File: config.mk
export PLATFORM = sky130hd
export DESIGN_NAME = pbsr_top
export DESIGN_NICKNAME = d
export VERILOG_FILES = /design/src/pbsr_pkg.sv /design/src/pbsr_status.sv /design/src/pbsr_sync3.sv /design/src/pbsr_top.sv
export SDC_FILE = /design/constraint.sdc
export NUM_CORES = 1
export LEC_CHECK = 0
export BUFFER_PORTS_ARGS = -buffer_cell sky130_fd_sc_hd__buf_2
export CORE_ASPECT_RATIO = 2
export CORE_MARGIN = 2
export CORE_UTILIZATION = 30
export CTS_BUF_LIST = sky130_fd_sc_hd__clkbuf_16
export DETAILED_ROUTE_END_ITERATION = 6
export PLACE_DENSITY = 0.45
export SLEW_MARGIN = 5
export SYNTH_ARGS = -nofsm -noshare
export SYNTH_HDL_FRONTEND = slang
export SYNTH_SLANG_ARGS = --single-unit
File: constraint.sdc
create_clock -name ref_clk -period 2.7 [get_ports ref_clk]
set_input_delay 0.135 -clock ref_clk [delete_from_list [all_inputs] [get_ports ref_clk]]
set_output_delay 0.135 -clock ref_clk [all_outputs]
set_load 0.05 [all_outputs]
File: src/pbsr_pkg.sv
// Purpose: shared constants and types for the basic status word block
// Assumes: management frames arrive on a sampled serial clock and data pin
// Notes: the status word is read-only; writes are decoded and dropped
package pbsr_pkg;

    // management register address of the status word
    localparam logic [4:0] REG_ADDR = 5'h01;

    // bits that never change: 14..11, 8, 6, 3 and 0 read one
    localparam logic [15:0] FIXED_WORD = 16'h7949;
    // bits driven by live monitors
    localparam logic [15:0] DYN_MASK = 16'h0036;

    localparam int BIT_T4 = 15;
    localparam int BIT_T2_FD = 10;
    localparam int BIT_T2_HD = 9;
    localparam int BIT_EXT_STAT = 8;
    localparam int BIT_RSVD = 7;
    localparam int BIT_PRE_SUP = 6;
    localparam int BIT_AN_DONE = 5;
    localparam int BIT_RFAULT = 4;
    localparam int BIT_AN_ABLE = 3;
    localparam int BIT_LINK = 2;
    localparam int BIT_JABBER = 1;
    localparam int BIT_EXT_CAP = 0;

    // frame layout
    localparam logic [5:0] PREAMBLE_LEN = 6'h20;
    localparam logic [1:0] OP_READ = 2'h2;
    localparam logic [1:0] OP_WRITE = 2'h1;
    localparam logic [1:0] TA_WRITE = 2'h2;
    localparam logic [4:0] OP_LAST = 5'h01;
    localparam logic [4:0] ADDR_LAST = 5'h09;
    localparam logic [4:0] TA_LAST = 5'h01;
    localparam logic [4:0] DATA_LAST = 5'h0f;

    typedef enum logic [6:0] {
        ST_IDLE = 7'h01,
        ST_START = 7'h02,
        ST_OP = 7'h04,
        ST_ADDR = 7'h08,
        ST_TA = 7'h10,
        ST_RDATA = 7'h20,
        ST_WDATA = 7'h40
    } pbsr_state_e;

    // inputs from the link, negotiation, fault and jabber monitors
    typedef struct packed {
        logic an_complete;
        logic far_end_fault;
        logic lp_remote_fault;
        logic link_good;
        logic jabber;
        logic speed_10m;
    } pbsr_mon_s;

    typedef struct packed {
        logic an_done;
        logic rfault;
        logic link;
        logic jab;
    } pbsr_lat_s;

    typedef struct packed {
        logic [1:0] s1;
        logic [1:0] s2;
        logic [1:0] s3;
        logic [1:0] val;
    } pbsr_sync_s;

    typedef struct packed {
        pbsr_state_e st;
        logic pre_ok;
        logic [5:0] ones;
        logic [4:0] cnt;
        logic [1:0] op;
        logic [9:0] addr;
        logic is_rd;
        logic hit;
        logic [15:0] shreg;
        logic mdc_prev;
        logic mdio_o;
        logic mdio_oe_n;
        logic rd_pulse;
    } pbsr_mdio_s;

endpackage

File: src/pbsr_status.sv
// Purpose: latched and live bits of the basic status word
// Assumes: monitor inputs are on ref_clk; rd_pulse marks a captured read
// Notes: word is a plain concatenation of flops and constants
`timescale 1ns/1ps
module pbsr_status (
    input wire logic ref_clk,
    input wire logic rstn,
    input wire pbsr_pkg::pbsr_mon_s mon,
    input wire logic rd_pulse,
    output logic [15:0] word
);

    pbsr_pkg::pbsr_lat_s q, n;

    always_comb
    begin
        n = q;
        // [RL8] live completion flag
        n.an_done = mon.an_complete;
        // [RL9] fault latches high, event beats clear
        n.rfault = (q.rfault & ~rd_pulse) | mon.far_end_fault | mon.lp_remote_fault;
        // [RL11] latch low, read reloads current link
        n.link = rd_pulse ? mon.link_good : (q.link & mon.link_good);
        // [RL12] [RL13] jabber only counts at 10 Mb/s
        n.jab = (q.jab & ~rd_pulse) | (mon.jabber & mon.speed_10m);
    end

    always_ff @(posedge ref_clk or negedge rstn)
    begin
        if (!rstn)
        begin
            q <= '0;
        end
        else
        begin
            q <= n;
        end
    end

    always_comb
    begin
        // [RL2] [RL3] [RL4] [RL5] [RL6] [RL10] [RL14] constant bits
        word = pbsr_pkg::FIXED_WORD;
        word[pbsr_pkg::BIT_AN_DONE] = q.an_done;
        word[pbsr_pkg::BIT_RFAULT] = q.rfault;
        word[pbsr_pkg::BIT_LINK] = q.link;
        word[pbsr_pkg::BIT_JABBER] = q.jab;
    end
endmodule

File: src/pbsr_sync3.sv
// Purpose: three-stage synchroniser for the serial clock and data pins
// Assumes: inputs are asynchronous to ref_clk
// Notes: a new level is taken only when stages two and three agree
`timescale 1ns/1ps
module pbsr_sync3 (
    input wire logic ref_clk,
    input wire logic rstn,
    input wire logic [1:0] din,
    output logic [1:0] dout
);

    pbsr_pkg::pbsr_sync_s q, n;

    always_comb
    begin
        n = q;
        n.s1 = din;
        n.s2 = q.s1;
        n.s3 = q.s2;
        for (int i = 0; i < 2; i++)
        begin
            if (q.s2[i] == q.s3[i])
            begin
                n.val[i] = q.s3[i];
            end
        end
    end

    // reset loads both pins high; the data line idles high, the station clock idles low
    always_ff @(posedge ref_clk or negedge rstn)
    begin
        if (!rstn)
        begin
            q <= '{s1: 2'h3, s2: 2'h3, s3: 2'h3, val: 2'h3};
        end
        else
        begin
            q <= n;
        end
    end

    assign dout = q.val;

endmodule

File: src/pbsr_top.sv
// What this block does
// [RL1] The status word answers at management address 1 and ignores all writes.
// [RL2] Bits 14 to 11 always read one for the 100 and 10 Mb/s abilities.
// [RL3] Bits 15, 10 and 9 always read zero for the absent T4 and T2 modes.
// [RL4] Bit 8 always reads one to show that the extended status register exists.
// [RL5] Bit 7 reads zero and the station writes it only as zero.
// [RL6] Bit 6 reads one and frames need a 32-bit preamble only after reset or a bad frame.
// [RL7] The station idles 500 ns and gives one clock edge with data high between frames.
// [RL8] Bit 5 follows completion of auto-negotiation.
// [RL9] Bit 4 latches a remote fault until a read or reset.
// [RL10] Bit 3 always reads one for auto-negotiation ability.
// [RL11] Bit 2 latches low on link failure and is set again only by a read with good link.
// [RL12] Jabber is recorded only while the port runs at 10 Mb/s.
// [RL13] Bit 1 latches jabber until a read or reset.
// [RL14] Bit 0 always reads one for extended register capability.
// [RL15] A read returns the latched bits and clears them only after capture.
//
// Purpose: serial management slave for the basic status word
// Assumes: mdc and mdio are pins sampled by ref_clk at 100 MHz
// Notes: other register addresses are left undriven for other blocks
`timescale 1ns/1ps
module pbsr_top #(
    parameter logic [4:0] PHY_ADDR = 5'h00
) (
    input wire logic ref_clk,
    input wire logic rstn,
    input wire logic mdc,
    input wire logic mdio_i,
    output logic mdio_o,
    output logic mdio_oe_n,
    input wire pbsr_pkg::pbsr_mon_s mon
);

    pbsr_pkg::pbsr_mdio_s q, n;
    logic [1:0] pins_f;
    logic [15:0] word;
    logic mdc_f;
    logic bit_in;
    logic rise;
    logic [1:0] op_now;
    logic [9:0] addr_now;

    pbsr_sync3 u_sync (
        .ref_clk(ref_clk),
        .rstn(rstn),
        .din({mdc, mdio_i}),
        .dout(pins_f)
    );

    pbsr_status u_status (
        .ref_clk(ref_clk),
        .rstn(rstn),
        .mon(mon),
        // [RL15] clear lands on the capture edge, so no event slips between
        .rd_pulse(n.rd_pulse),
        .word(word)
    );

    assign mdc_f = pins_f[1];
    assign bit_in = pins_f[0];
    assign rise = mdc_f & ~q.mdc_prev;
    assign op_now = {q.op[0], bit_in};
    assign addr_now = {q.addr[8:0], bit_in};

    always_comb
    begin
        n = q;
        n.rd_pulse = 1'b0;
        n.mdc_prev = mdc_f;
        if (rise)
        begin
            unique case (q.st)
                pbsr_pkg::ST_IDLE:
                begin
                    if (bit_in)
                    begin
                        if (q.ones != pbsr_pkg::PREAMBLE_LEN)
                        begin
                            n.ones = q.ones + 6'h01;
                        end
                    end
                    // [RL6] skip preamble once one full run was seen
                    else if (q.pre_ok || q.ones == pbsr_pkg::PREAMBLE_LEN)
                    begin
                        n.pre_ok = 1'b1;
                        n.st = pbsr_pkg::ST_START;
                        n.ones = 6'h00;
                    end
                    else
                    begin
                        n.ones = 6'h00;
                    end
                end
                pbsr_pkg::ST_START:
                begin
                    n.st = bit_in ? pbsr_pkg::ST_OP : pbsr_pkg::ST_IDLE;
                    n.cnt = 5'h00;
                end
                pbsr_pkg::ST_OP:
                begin
                    n.op = op_now;
                    n.cnt = q.cnt + 5'h01;
                    if (q.cnt == pbsr_pkg::OP_LAST)
                    begin
                        n.cnt = 5'h00;
                        if (op_now == pbsr_pkg::OP_READ || op_now == pbsr_pkg::OP_WRITE)
                        begin
                            n.st = pbsr_pkg::ST_ADDR;
                            n.is_rd = (op_now == pbsr_pkg::OP_READ);
                        end
                        else
                        begin
                            // [RL6] bad opcode forces a fresh preamble
                            n.pre_ok = 1'b0;
                            n.st = pbsr_pkg::ST_IDLE;
                        end
                    end
                end
                pbsr_pkg::ST_ADDR:
                begin
                    n.addr = addr_now;
                    n.cnt = q.cnt + 5'h01;
                    if (q.cnt == pbsr_pkg::ADDR_LAST)
                    begin
                        n.cnt = 5'h00;
                        n.st = pbsr_pkg::ST_TA;
                        // [RL1] decode own address and register
                        n.hit = (addr_now == {PHY_ADDR, pbsr_pkg::REG_ADDR});
                    end
                end
                pbsr_pkg::ST_TA:
                begin
                    n.op = op_now;
                    n.cnt = q.cnt + 5'h01;
                    if (q.cnt != pbsr_pkg::TA_LAST)
                    begin
                        if (q.is_rd && q.hit)
                        begin
                            // [RL15] capture first, clear latches after
                            n.shreg = word;
                            n.rd_pulse = 1'b1;
                            n.mdio_oe_n = 1'b0;
                            n.mdio_o = 1'b0;
                        end
                    end
                    else
                    begin
                        n.cnt = 5'h00;
                        if (q.is_rd)
                        begin
                            n.st = pbsr_pkg::ST_RDATA;
                            if (q.hit)
                            begin
                                n.mdio_o = q.shreg[15];
                                n.shreg = {q.shreg[14:0], 1'b0};
                            end
                        end
                        else if (op_now == pbsr_pkg::TA_WRITE)
                        begin
                            n.st = pbsr_pkg::ST_WDATA;
                        end
                        else
                        begin
                            // [RL6] bad turnaround forces a fresh preamble
                            n.pre_ok = 1'b0;
                            n.st = pbsr_pkg::ST_IDLE;
                        end
                    end
                end
                pbsr_pkg::ST_RDATA:
                begin
                    n.cnt = q.cnt + 5'h01;
                    if (q.cnt == pbsr_pkg::DATA_LAST)
                    begin
                        // release after the last bit period
                        n.mdio_oe_n = 1'b1;
                        n.mdio_o = 1'b1;
                        n.st = pbsr_pkg::ST_IDLE;
                    end
                    else if (q.hit)
                    begin
                        n.mdio_o = q.shreg[15];
                        n.shreg = {q.shreg[14:0], 1'b0};
                    end
                end
                pbsr_pkg::ST_WDATA:
                begin
                    // [RL1] [RL5] write data is counted and dropped
                    n.cnt = q.cnt + 5'h01;
                    if (q.cnt == pbsr_pkg::DATA_LAST)
                    begin
                        // [RL7] back to idle; with the preamble skip armed, a zero start bit is taken at once, with no idle high edge needed
                        n.st = pbsr_pkg::ST_IDLE;
                    end
                end
                default:
                begin
                    n.st = pbsr_pkg::ST_IDLE;
                    n.mdio_oe_n = 1'b1;
                    n.mdio_o = 1'b1;
                end
            endcase
        end
    end

    always_ff @(posedge ref_clk or negedge rstn)
    begin
        if (!rstn)
        begin
            q <= '{st: pbsr_pkg::ST_IDLE, pre_ok: 1'b0, ones: 6'h00, cnt: 5'h00,
                   op: 2'h0, addr: 10'h000, is_rd: 1'b0, hit: 1'b0, shreg: 16'h0000,
                   mdc_prev: 1'b1, mdio_o: 1'b1, mdio_oe_n: 1'b1, rd_pulse: 1'b0};
        end
        else
        begin
            q <= n;
        end
    end

    assign mdio_o = q.mdio_o;
    assign mdio_oe_n = q.mdio_oe_n;
endmodule

* Word level (Yosys, flattened, before mapping)
Index checks and enable logic that the tools add are counted.
Storage, ports and cells: memories kept 0, input bits 10, latch bits 0, bits in read-only memories 0, register bits after elaboration 62, RAM bits 0
Operators by class: reduce and logical (&&, ||, !) cells 20, divide/modulo/power cells 0, shifts and indexed selects 0, eq/ne operators 34, magnitude comparators 0, bitwise operators 11, multipliers 0, $add $sub $neg 2, muxes and demuxes 38
Operators by type and width (count):
- $mux 16 | 5
- $pmux 7 s6 | 1
- $mux 8 | 4
- $pmux 16 s2 | 1
- $mux 7 | 4
- $ne 2x2->1 const B | 13
- $pmux 5 s5 | 1
- $mux 5 | 3
- $mux 6 | 2
- $mux 1 | 11
- $eq 10x1->1 const B | 1
- $eq 5x4->1 const B | 2
- $reduce_and 5->1 | 2
- $reduce_and 9->1 | 1
- $reduce_and 4->1 | 2
- $eq 7x1->1 const B | 1
- $eq 7x2->1 const B | 1
- $eq 7x3->1 const B | 1
- $eq 7x4->1 const B | 1
- $eq 7x5->1 const B | 1
- $eq 7x6->1 const B | 1
- $eq 7x7->1 const B | 1
- $reduce_and 7->1 | 1
- $add 6x1->6 const B | 1
- other kinds (27) | 43

* Logic depth before layout (Yosys ltp)
depth after elaboration 9, mapped depth 9, gate-level depth less buffers 8

* Hierarchy
From an unflattened synthesis, not the netlist that was laid out.
Unflattened totals: cell total of the unflattened synthesis 291, area total of the unflattened synthesis 3193.1 um^2
By module, submodules not included:
- pbsr_top | area an instance 2715.1 um^2, times used 1, sequential area each 1256.2 um^2, cells an instance 254
- pbsr_sync3 | area an instance 247.7 um^2, times used 1, sequential area each 210.2 um^2, cells an instance 12
- pbsr_status | area an instance 230.2 um^2, times used 1, sequential area each 100.1 um^2, cells an instance 25

* Worst setup path after synthesis
No wires, ideal clock.
kind flip-flop to flip-flop, from reg q[35] (netlist bit), to reg q[48] (netlist bit), slack 0.413 ns, path buffers 1, data arrival time 2.162 ns, clock period less this slack 2.287 ns, cell stages (with the launch flop) 9, cells stage by stage dfrtp_1 > inv_1 > ha_1 > or4b_1 > buf_2 > a41o_1 > a31oi_4 > a21boi_4 > mux2_2
On the way: longest elaborated chain between the ends 3, elaborated cells between the ends (all ways) 9
Ends and longest elaborated chain:
- from (decl) | line pbsr_top.sv:34 | pbsr_pkg::pbsr_mdio_s q, n;
- from (signal assigned) | line pbsr_top.sv:210 | q <= '{st: pbsr_pkg::ST_IDLE, pre_ok: 1'b0, ones: 6'h00, cnt: 5'h00,
- from (signal assigned) | line pbsr_top.sv:216 | q <= n;
- $ne 5x1->1 (tied with other cells) | line pbsr_top.sv:135 | if (q.cnt != pbsr_pkg::TA_LAST)
- $ne 2x2->1 (no line) or $ne 2x1->1 (tied branches)
- $reduce_and 7->1 (no line) (*)
Mark *: on every way between the ends. The rest lies on a longest branch, timed or not. A chain may end at the register's enable or synchronous reset.

* Final worst setup path
from reg q[34] (netlist bit), to reg q[13] (netlist bit)
On the way: longest elaborated chain between the ends 3, elaborated cells between the ends (all ways) 8
Ends and longest elaborated chain (line):
- $ne 5x1->1 or $eq 5x4->1 (tied branches) | pbsr_top.sv:135, pbsr_top.sv:173
- $ne 3x3->1 (no line) (tied with other cells)
- $reduce_and 5->1 (no line) or $pmux 16 s2 (tied branches)
Several ways; a longest one is shown, not always the timed one.

==> impl_metrics.csv <==
group,metric,value,unit
worst_setup_path,crit_family,"simple AND/OR/NAND/NOR gates",
worst_setup_path,crit_top_cell,"ha_1",
timing,tns,0,ps
clock_tree,root_buffer,"clkbuf_16",
worst_setup_path,slowest_stage,"or4_1",
worst_setup_path,timing.rr.end,"q[13]$_DFFE_PN0P_",
timing,fin_crit_sh,89.5,%
timing,grt_setup_unrepaired,"false",
power,total_leakage_power,1.56,nW
power,p_total,2.71,mW
global_route,grt_max_degree,32,
clock_tree,cts_made_buffers,9,
drt,drt_iter0_markers,81,
logic_synthesis,synthArstFlopShare,100,%
logic_synthesis,yosys_warnings,0,
logic_synthesis,yosys-top-cells-area,"dfrtp_1 (42%), dfstp_2 (11%), mux2_2 (5.3%), nand2_1 (3.1%), o21ai_0 (2.7%)",
global_route,grt_overflow,0,
drt,final_antenna_net_count,0,
die,initial_core_util,30.8,%
clock_tree,ctsHoldBuffers,6,
timing,clock_skew,6.99,ps
worst_setup_path,startpoint_type,"flop",
logic_synthesis,synth.net_count,288,
logic_synthesis,ys_ff_latch,62,
worst_hold_path,min_to,"u_status.word[2]$_DFF_PN0_",
die,io_pins,12,
die,core_area,0.00970,mm^2
logic_synthesis,synth.most_common_cell,"dfrtp_1",
worst_hold_path,hold_depth,2,
global_route,grt_pass1_wl,11700,um
timing,setup_viol,0,
power,irDropWorstVdd,0.417,mV
worst_setup_path,crit_buf_inv,0,
global_route,grt_pass1_vias,2247,
worst_setup_path,reg2regPathDepth,8,
drt,wl_met3,171,um
timing,max-slew-margin-rel,50.0,%
die,die_w,74.6,um
worst_setup_path,worst_ep_arrival_time,2680,ps
logic_synthesis,syn_inst,272,
clock_tree,cts.htree.levels,3,
clock_tree,cts_tree,"built",
placement,port_buffers,11,
drt,dr.pass1.iters,4,
clock_tree,post_cts.repair.setup_buffers,0,
logic_synthesis,avgSynthCellArea,11.0,um^2
placement,dpl-instance-area,0.00325,mm^2
placement,dp_hpwl,5150,um
worst_setup_path,crit_path_cell_trace,"ha_1 > and3_1 > ha_1 > nor3b_1 > a31oi_1 > or4_1 > a21oi_1 > a22o_1",
cells_and_area,drive_above_1_share,21.6,%
worst_setup_path,crit_type,"reg2reg",
cells_and_area,fill_cells,998,
cells_and_area,synthToLayoutAreaGrowth,19.3,%
clock_tree,path_clk_slew,50,ps
timing,worst_pin_slew,750,ps
logic_synthesis,yosys-top-cells-count,"dfrtp_1 (50), nand2_1 (25), o21ai_0 (16)",
worst_setup_path,path_max_fanout,5,
timing,hold_viol,0,
worst_setup_path,required,2970,ps
power,p_per_area,761,mW/mm^2
worst_setup_path,r2r_slack,280,ps
status,status,"complete, no violations",
timing,fmax,414,MHz
die,fp-row-count,51,
logic_synthesis,synth_top_area_share,41.9,%
clock_tree,cts_resized,0,
clock_tree,clk_latency,330,ps
timing,min_period,2420,ps
timing,slew_violations,0,
drt,wl_per_cell,16.2,um
logic_synthesis,netlist_area,0.00299,mm^2
cells_and_area,fin_nets,316,
logic_synthesis,synthDistinctLibCells,53,
logic_synthesis,ys.flop_type,"dfrtp_1",
worst_setup_path,crit_path_end_kind,"flop",
worst_hold_path,worstHoldStart,"mon[2]",
worst_setup_path,reg2reg_from,"q[34]$_DFFE_PN0P_",
drt,drc,0,
drt,drt-total-wl,7080,um
clock_tree,cts_buffer_depth,2,
logic_synthesis,yosysTopAreaCell,"dfrtp_1",
drt,dr_wl_met2,3820,um
placement,gp_congestion,0.806,
die,die-area,0.0108,mm^2
logic_synthesis,synth-edff-count,0,
global_route,antenna_found_initial,0,
cells_and_area,fin_area,0.00356,mm^2
worst_hold_path,hold_path.class,"in2reg",
global_route,groute.usage.overall,14.5,%
job,max_cap_violations,0,
drt,top_layer,"met4",
logic_synthesis,seq_area_frac_synth,52.4,%
drt,met1_length,2820,um
clock_tree,clock_sinks,62,
die,die_y,145,um
drt,vias_per_cell,5.02,
worst_setup_path,cp_slowest_stage_delay,480,ps
cells_and_area,n_antenna_cell,0,
drt,route.vias.total,2192,
-- worst reg2reg max path: stages, from the launching register on --
cell and delay [ps]:
dfrtp_1 420, ha_1 260, and3_1 200, ha_1 220
nor3b_1 180, a31oi_1 50, or4_1 480, a21oi_1 350
a22o_1 190
-- how the worst max path moves through the flow --
stage | startpoint | to | slack, ps | cells past startpoint
6_report | q[34]$_DFFE_PN0P_ | q[13]$_DFFE_PN0P_ | 280 | 8
5_1_grt | q[34]$_DFFE_PN0P_ | q[11]$_DFFE_PN0P_ | 130 | 8
4_1_cts | q[34]$_DFFE_PN0P_ | q[11]$_DFFE_PN0P_ | 290 | 8
3_5_place_dp | q[35]$_DFFE_PN0P_ | q[52]$_DFFE_PN0P_ | 310 | 7
3_3_place_gp | q[34]$_DFFE_PN0P_ | q[14]$_DFFE_PN0P_ | 340 | 8
2_1_floorplan | q[35]$_DFFE_PN0P_ | q[48]$_DFFE_PN0P_ | 410 | 8
-- per-layer routing --
layer  GRT usage (%)  vias to the layer above
met4            8.66                        0
met1            16.0                     1069
met3            3.06                       21
li1                -                     1064
met5               0                        -
met2            24.5                       38
-- cell usage in the layout (no fill, tap or decap), types with 7 or more instances in the layout --
cell,Yosys,final
clkbuf_16,0,9
buf_2,3,11
mux2_2,14,14
inv_1,9,10
nor2_1,12,12
o22a_1,7,7
dfrtp_1,50,50
dfstp_2,12,12
o22ai_1,8,8
o21ai_0,16,16
nand3_1,8,8
a22o_1,8,8
buf_4,0,11
nand2_1,25,25
-- state kept, by name (all words and copies together), names as in the netlist --
signal         flops
q                 38
addr_now           9
u_status.word      4
u_sync.n           4
u_sync.dout        2
u_sync.q           2
mdio_o             1
mdio_oe_n          1
op_now             1
-- report_power, final --
group	internal [mW]	switching, mW
Combinational	0.257	0.301
Clock	0.603	0.411
Sequential	1.02	0.125
-- logic make-up (layout without fill, tap and decap cells) --
| logic type | after synthesis | count (layout) | share of synthesized area [%] |
|---|---|---|---|
| muxes | 17 | 17 | 6.28 |
| xor gates and xnor gates | 4 | 4 | 1.17 |
| adders and majority gates | 8 | 8 | 3.18 |
| AOI/OAI and AO/OA | 71 | 71 | 17.7 |
| DFF | 62 | 62 | 52.4 |
| and+or+nand+nor | 89 | 89 | 16.5 |
| buffers and inverters | 21 | 54 | 2.76 |
-- layout make-up --
class | count | area [um^2] | area share, %
flip-flops and latches | 62 | 1570 | 43.9
inverters | 10 | 37.5 | 1.05
clock inverters | 7 | 32.5 | 0.913
well taps | 132 | 165 | 4.63
clock buffers | 9 | 225 | 6.32
multi-input cells | 189 | 1340 | 37.6
repair buffers | 28 | 198 | 5.55
-- metrics by stage --
stage / setup slack [ps] / util, % / hold slack (ps) / std cells
after global routing: 131 / 36.8 / 19.6 / 437
after global placement: 339 / 33.5 / 240 / 415
final: 282 / 36.8 / 21.8 / 437
after CTS: 292 / 36.8 / 13.9 / 437
after floorplan: 413 / - / -161 / 272
after detailed placement: 306 / 33.5 / 241 / 415
Power figures use the tool's default switching activity.
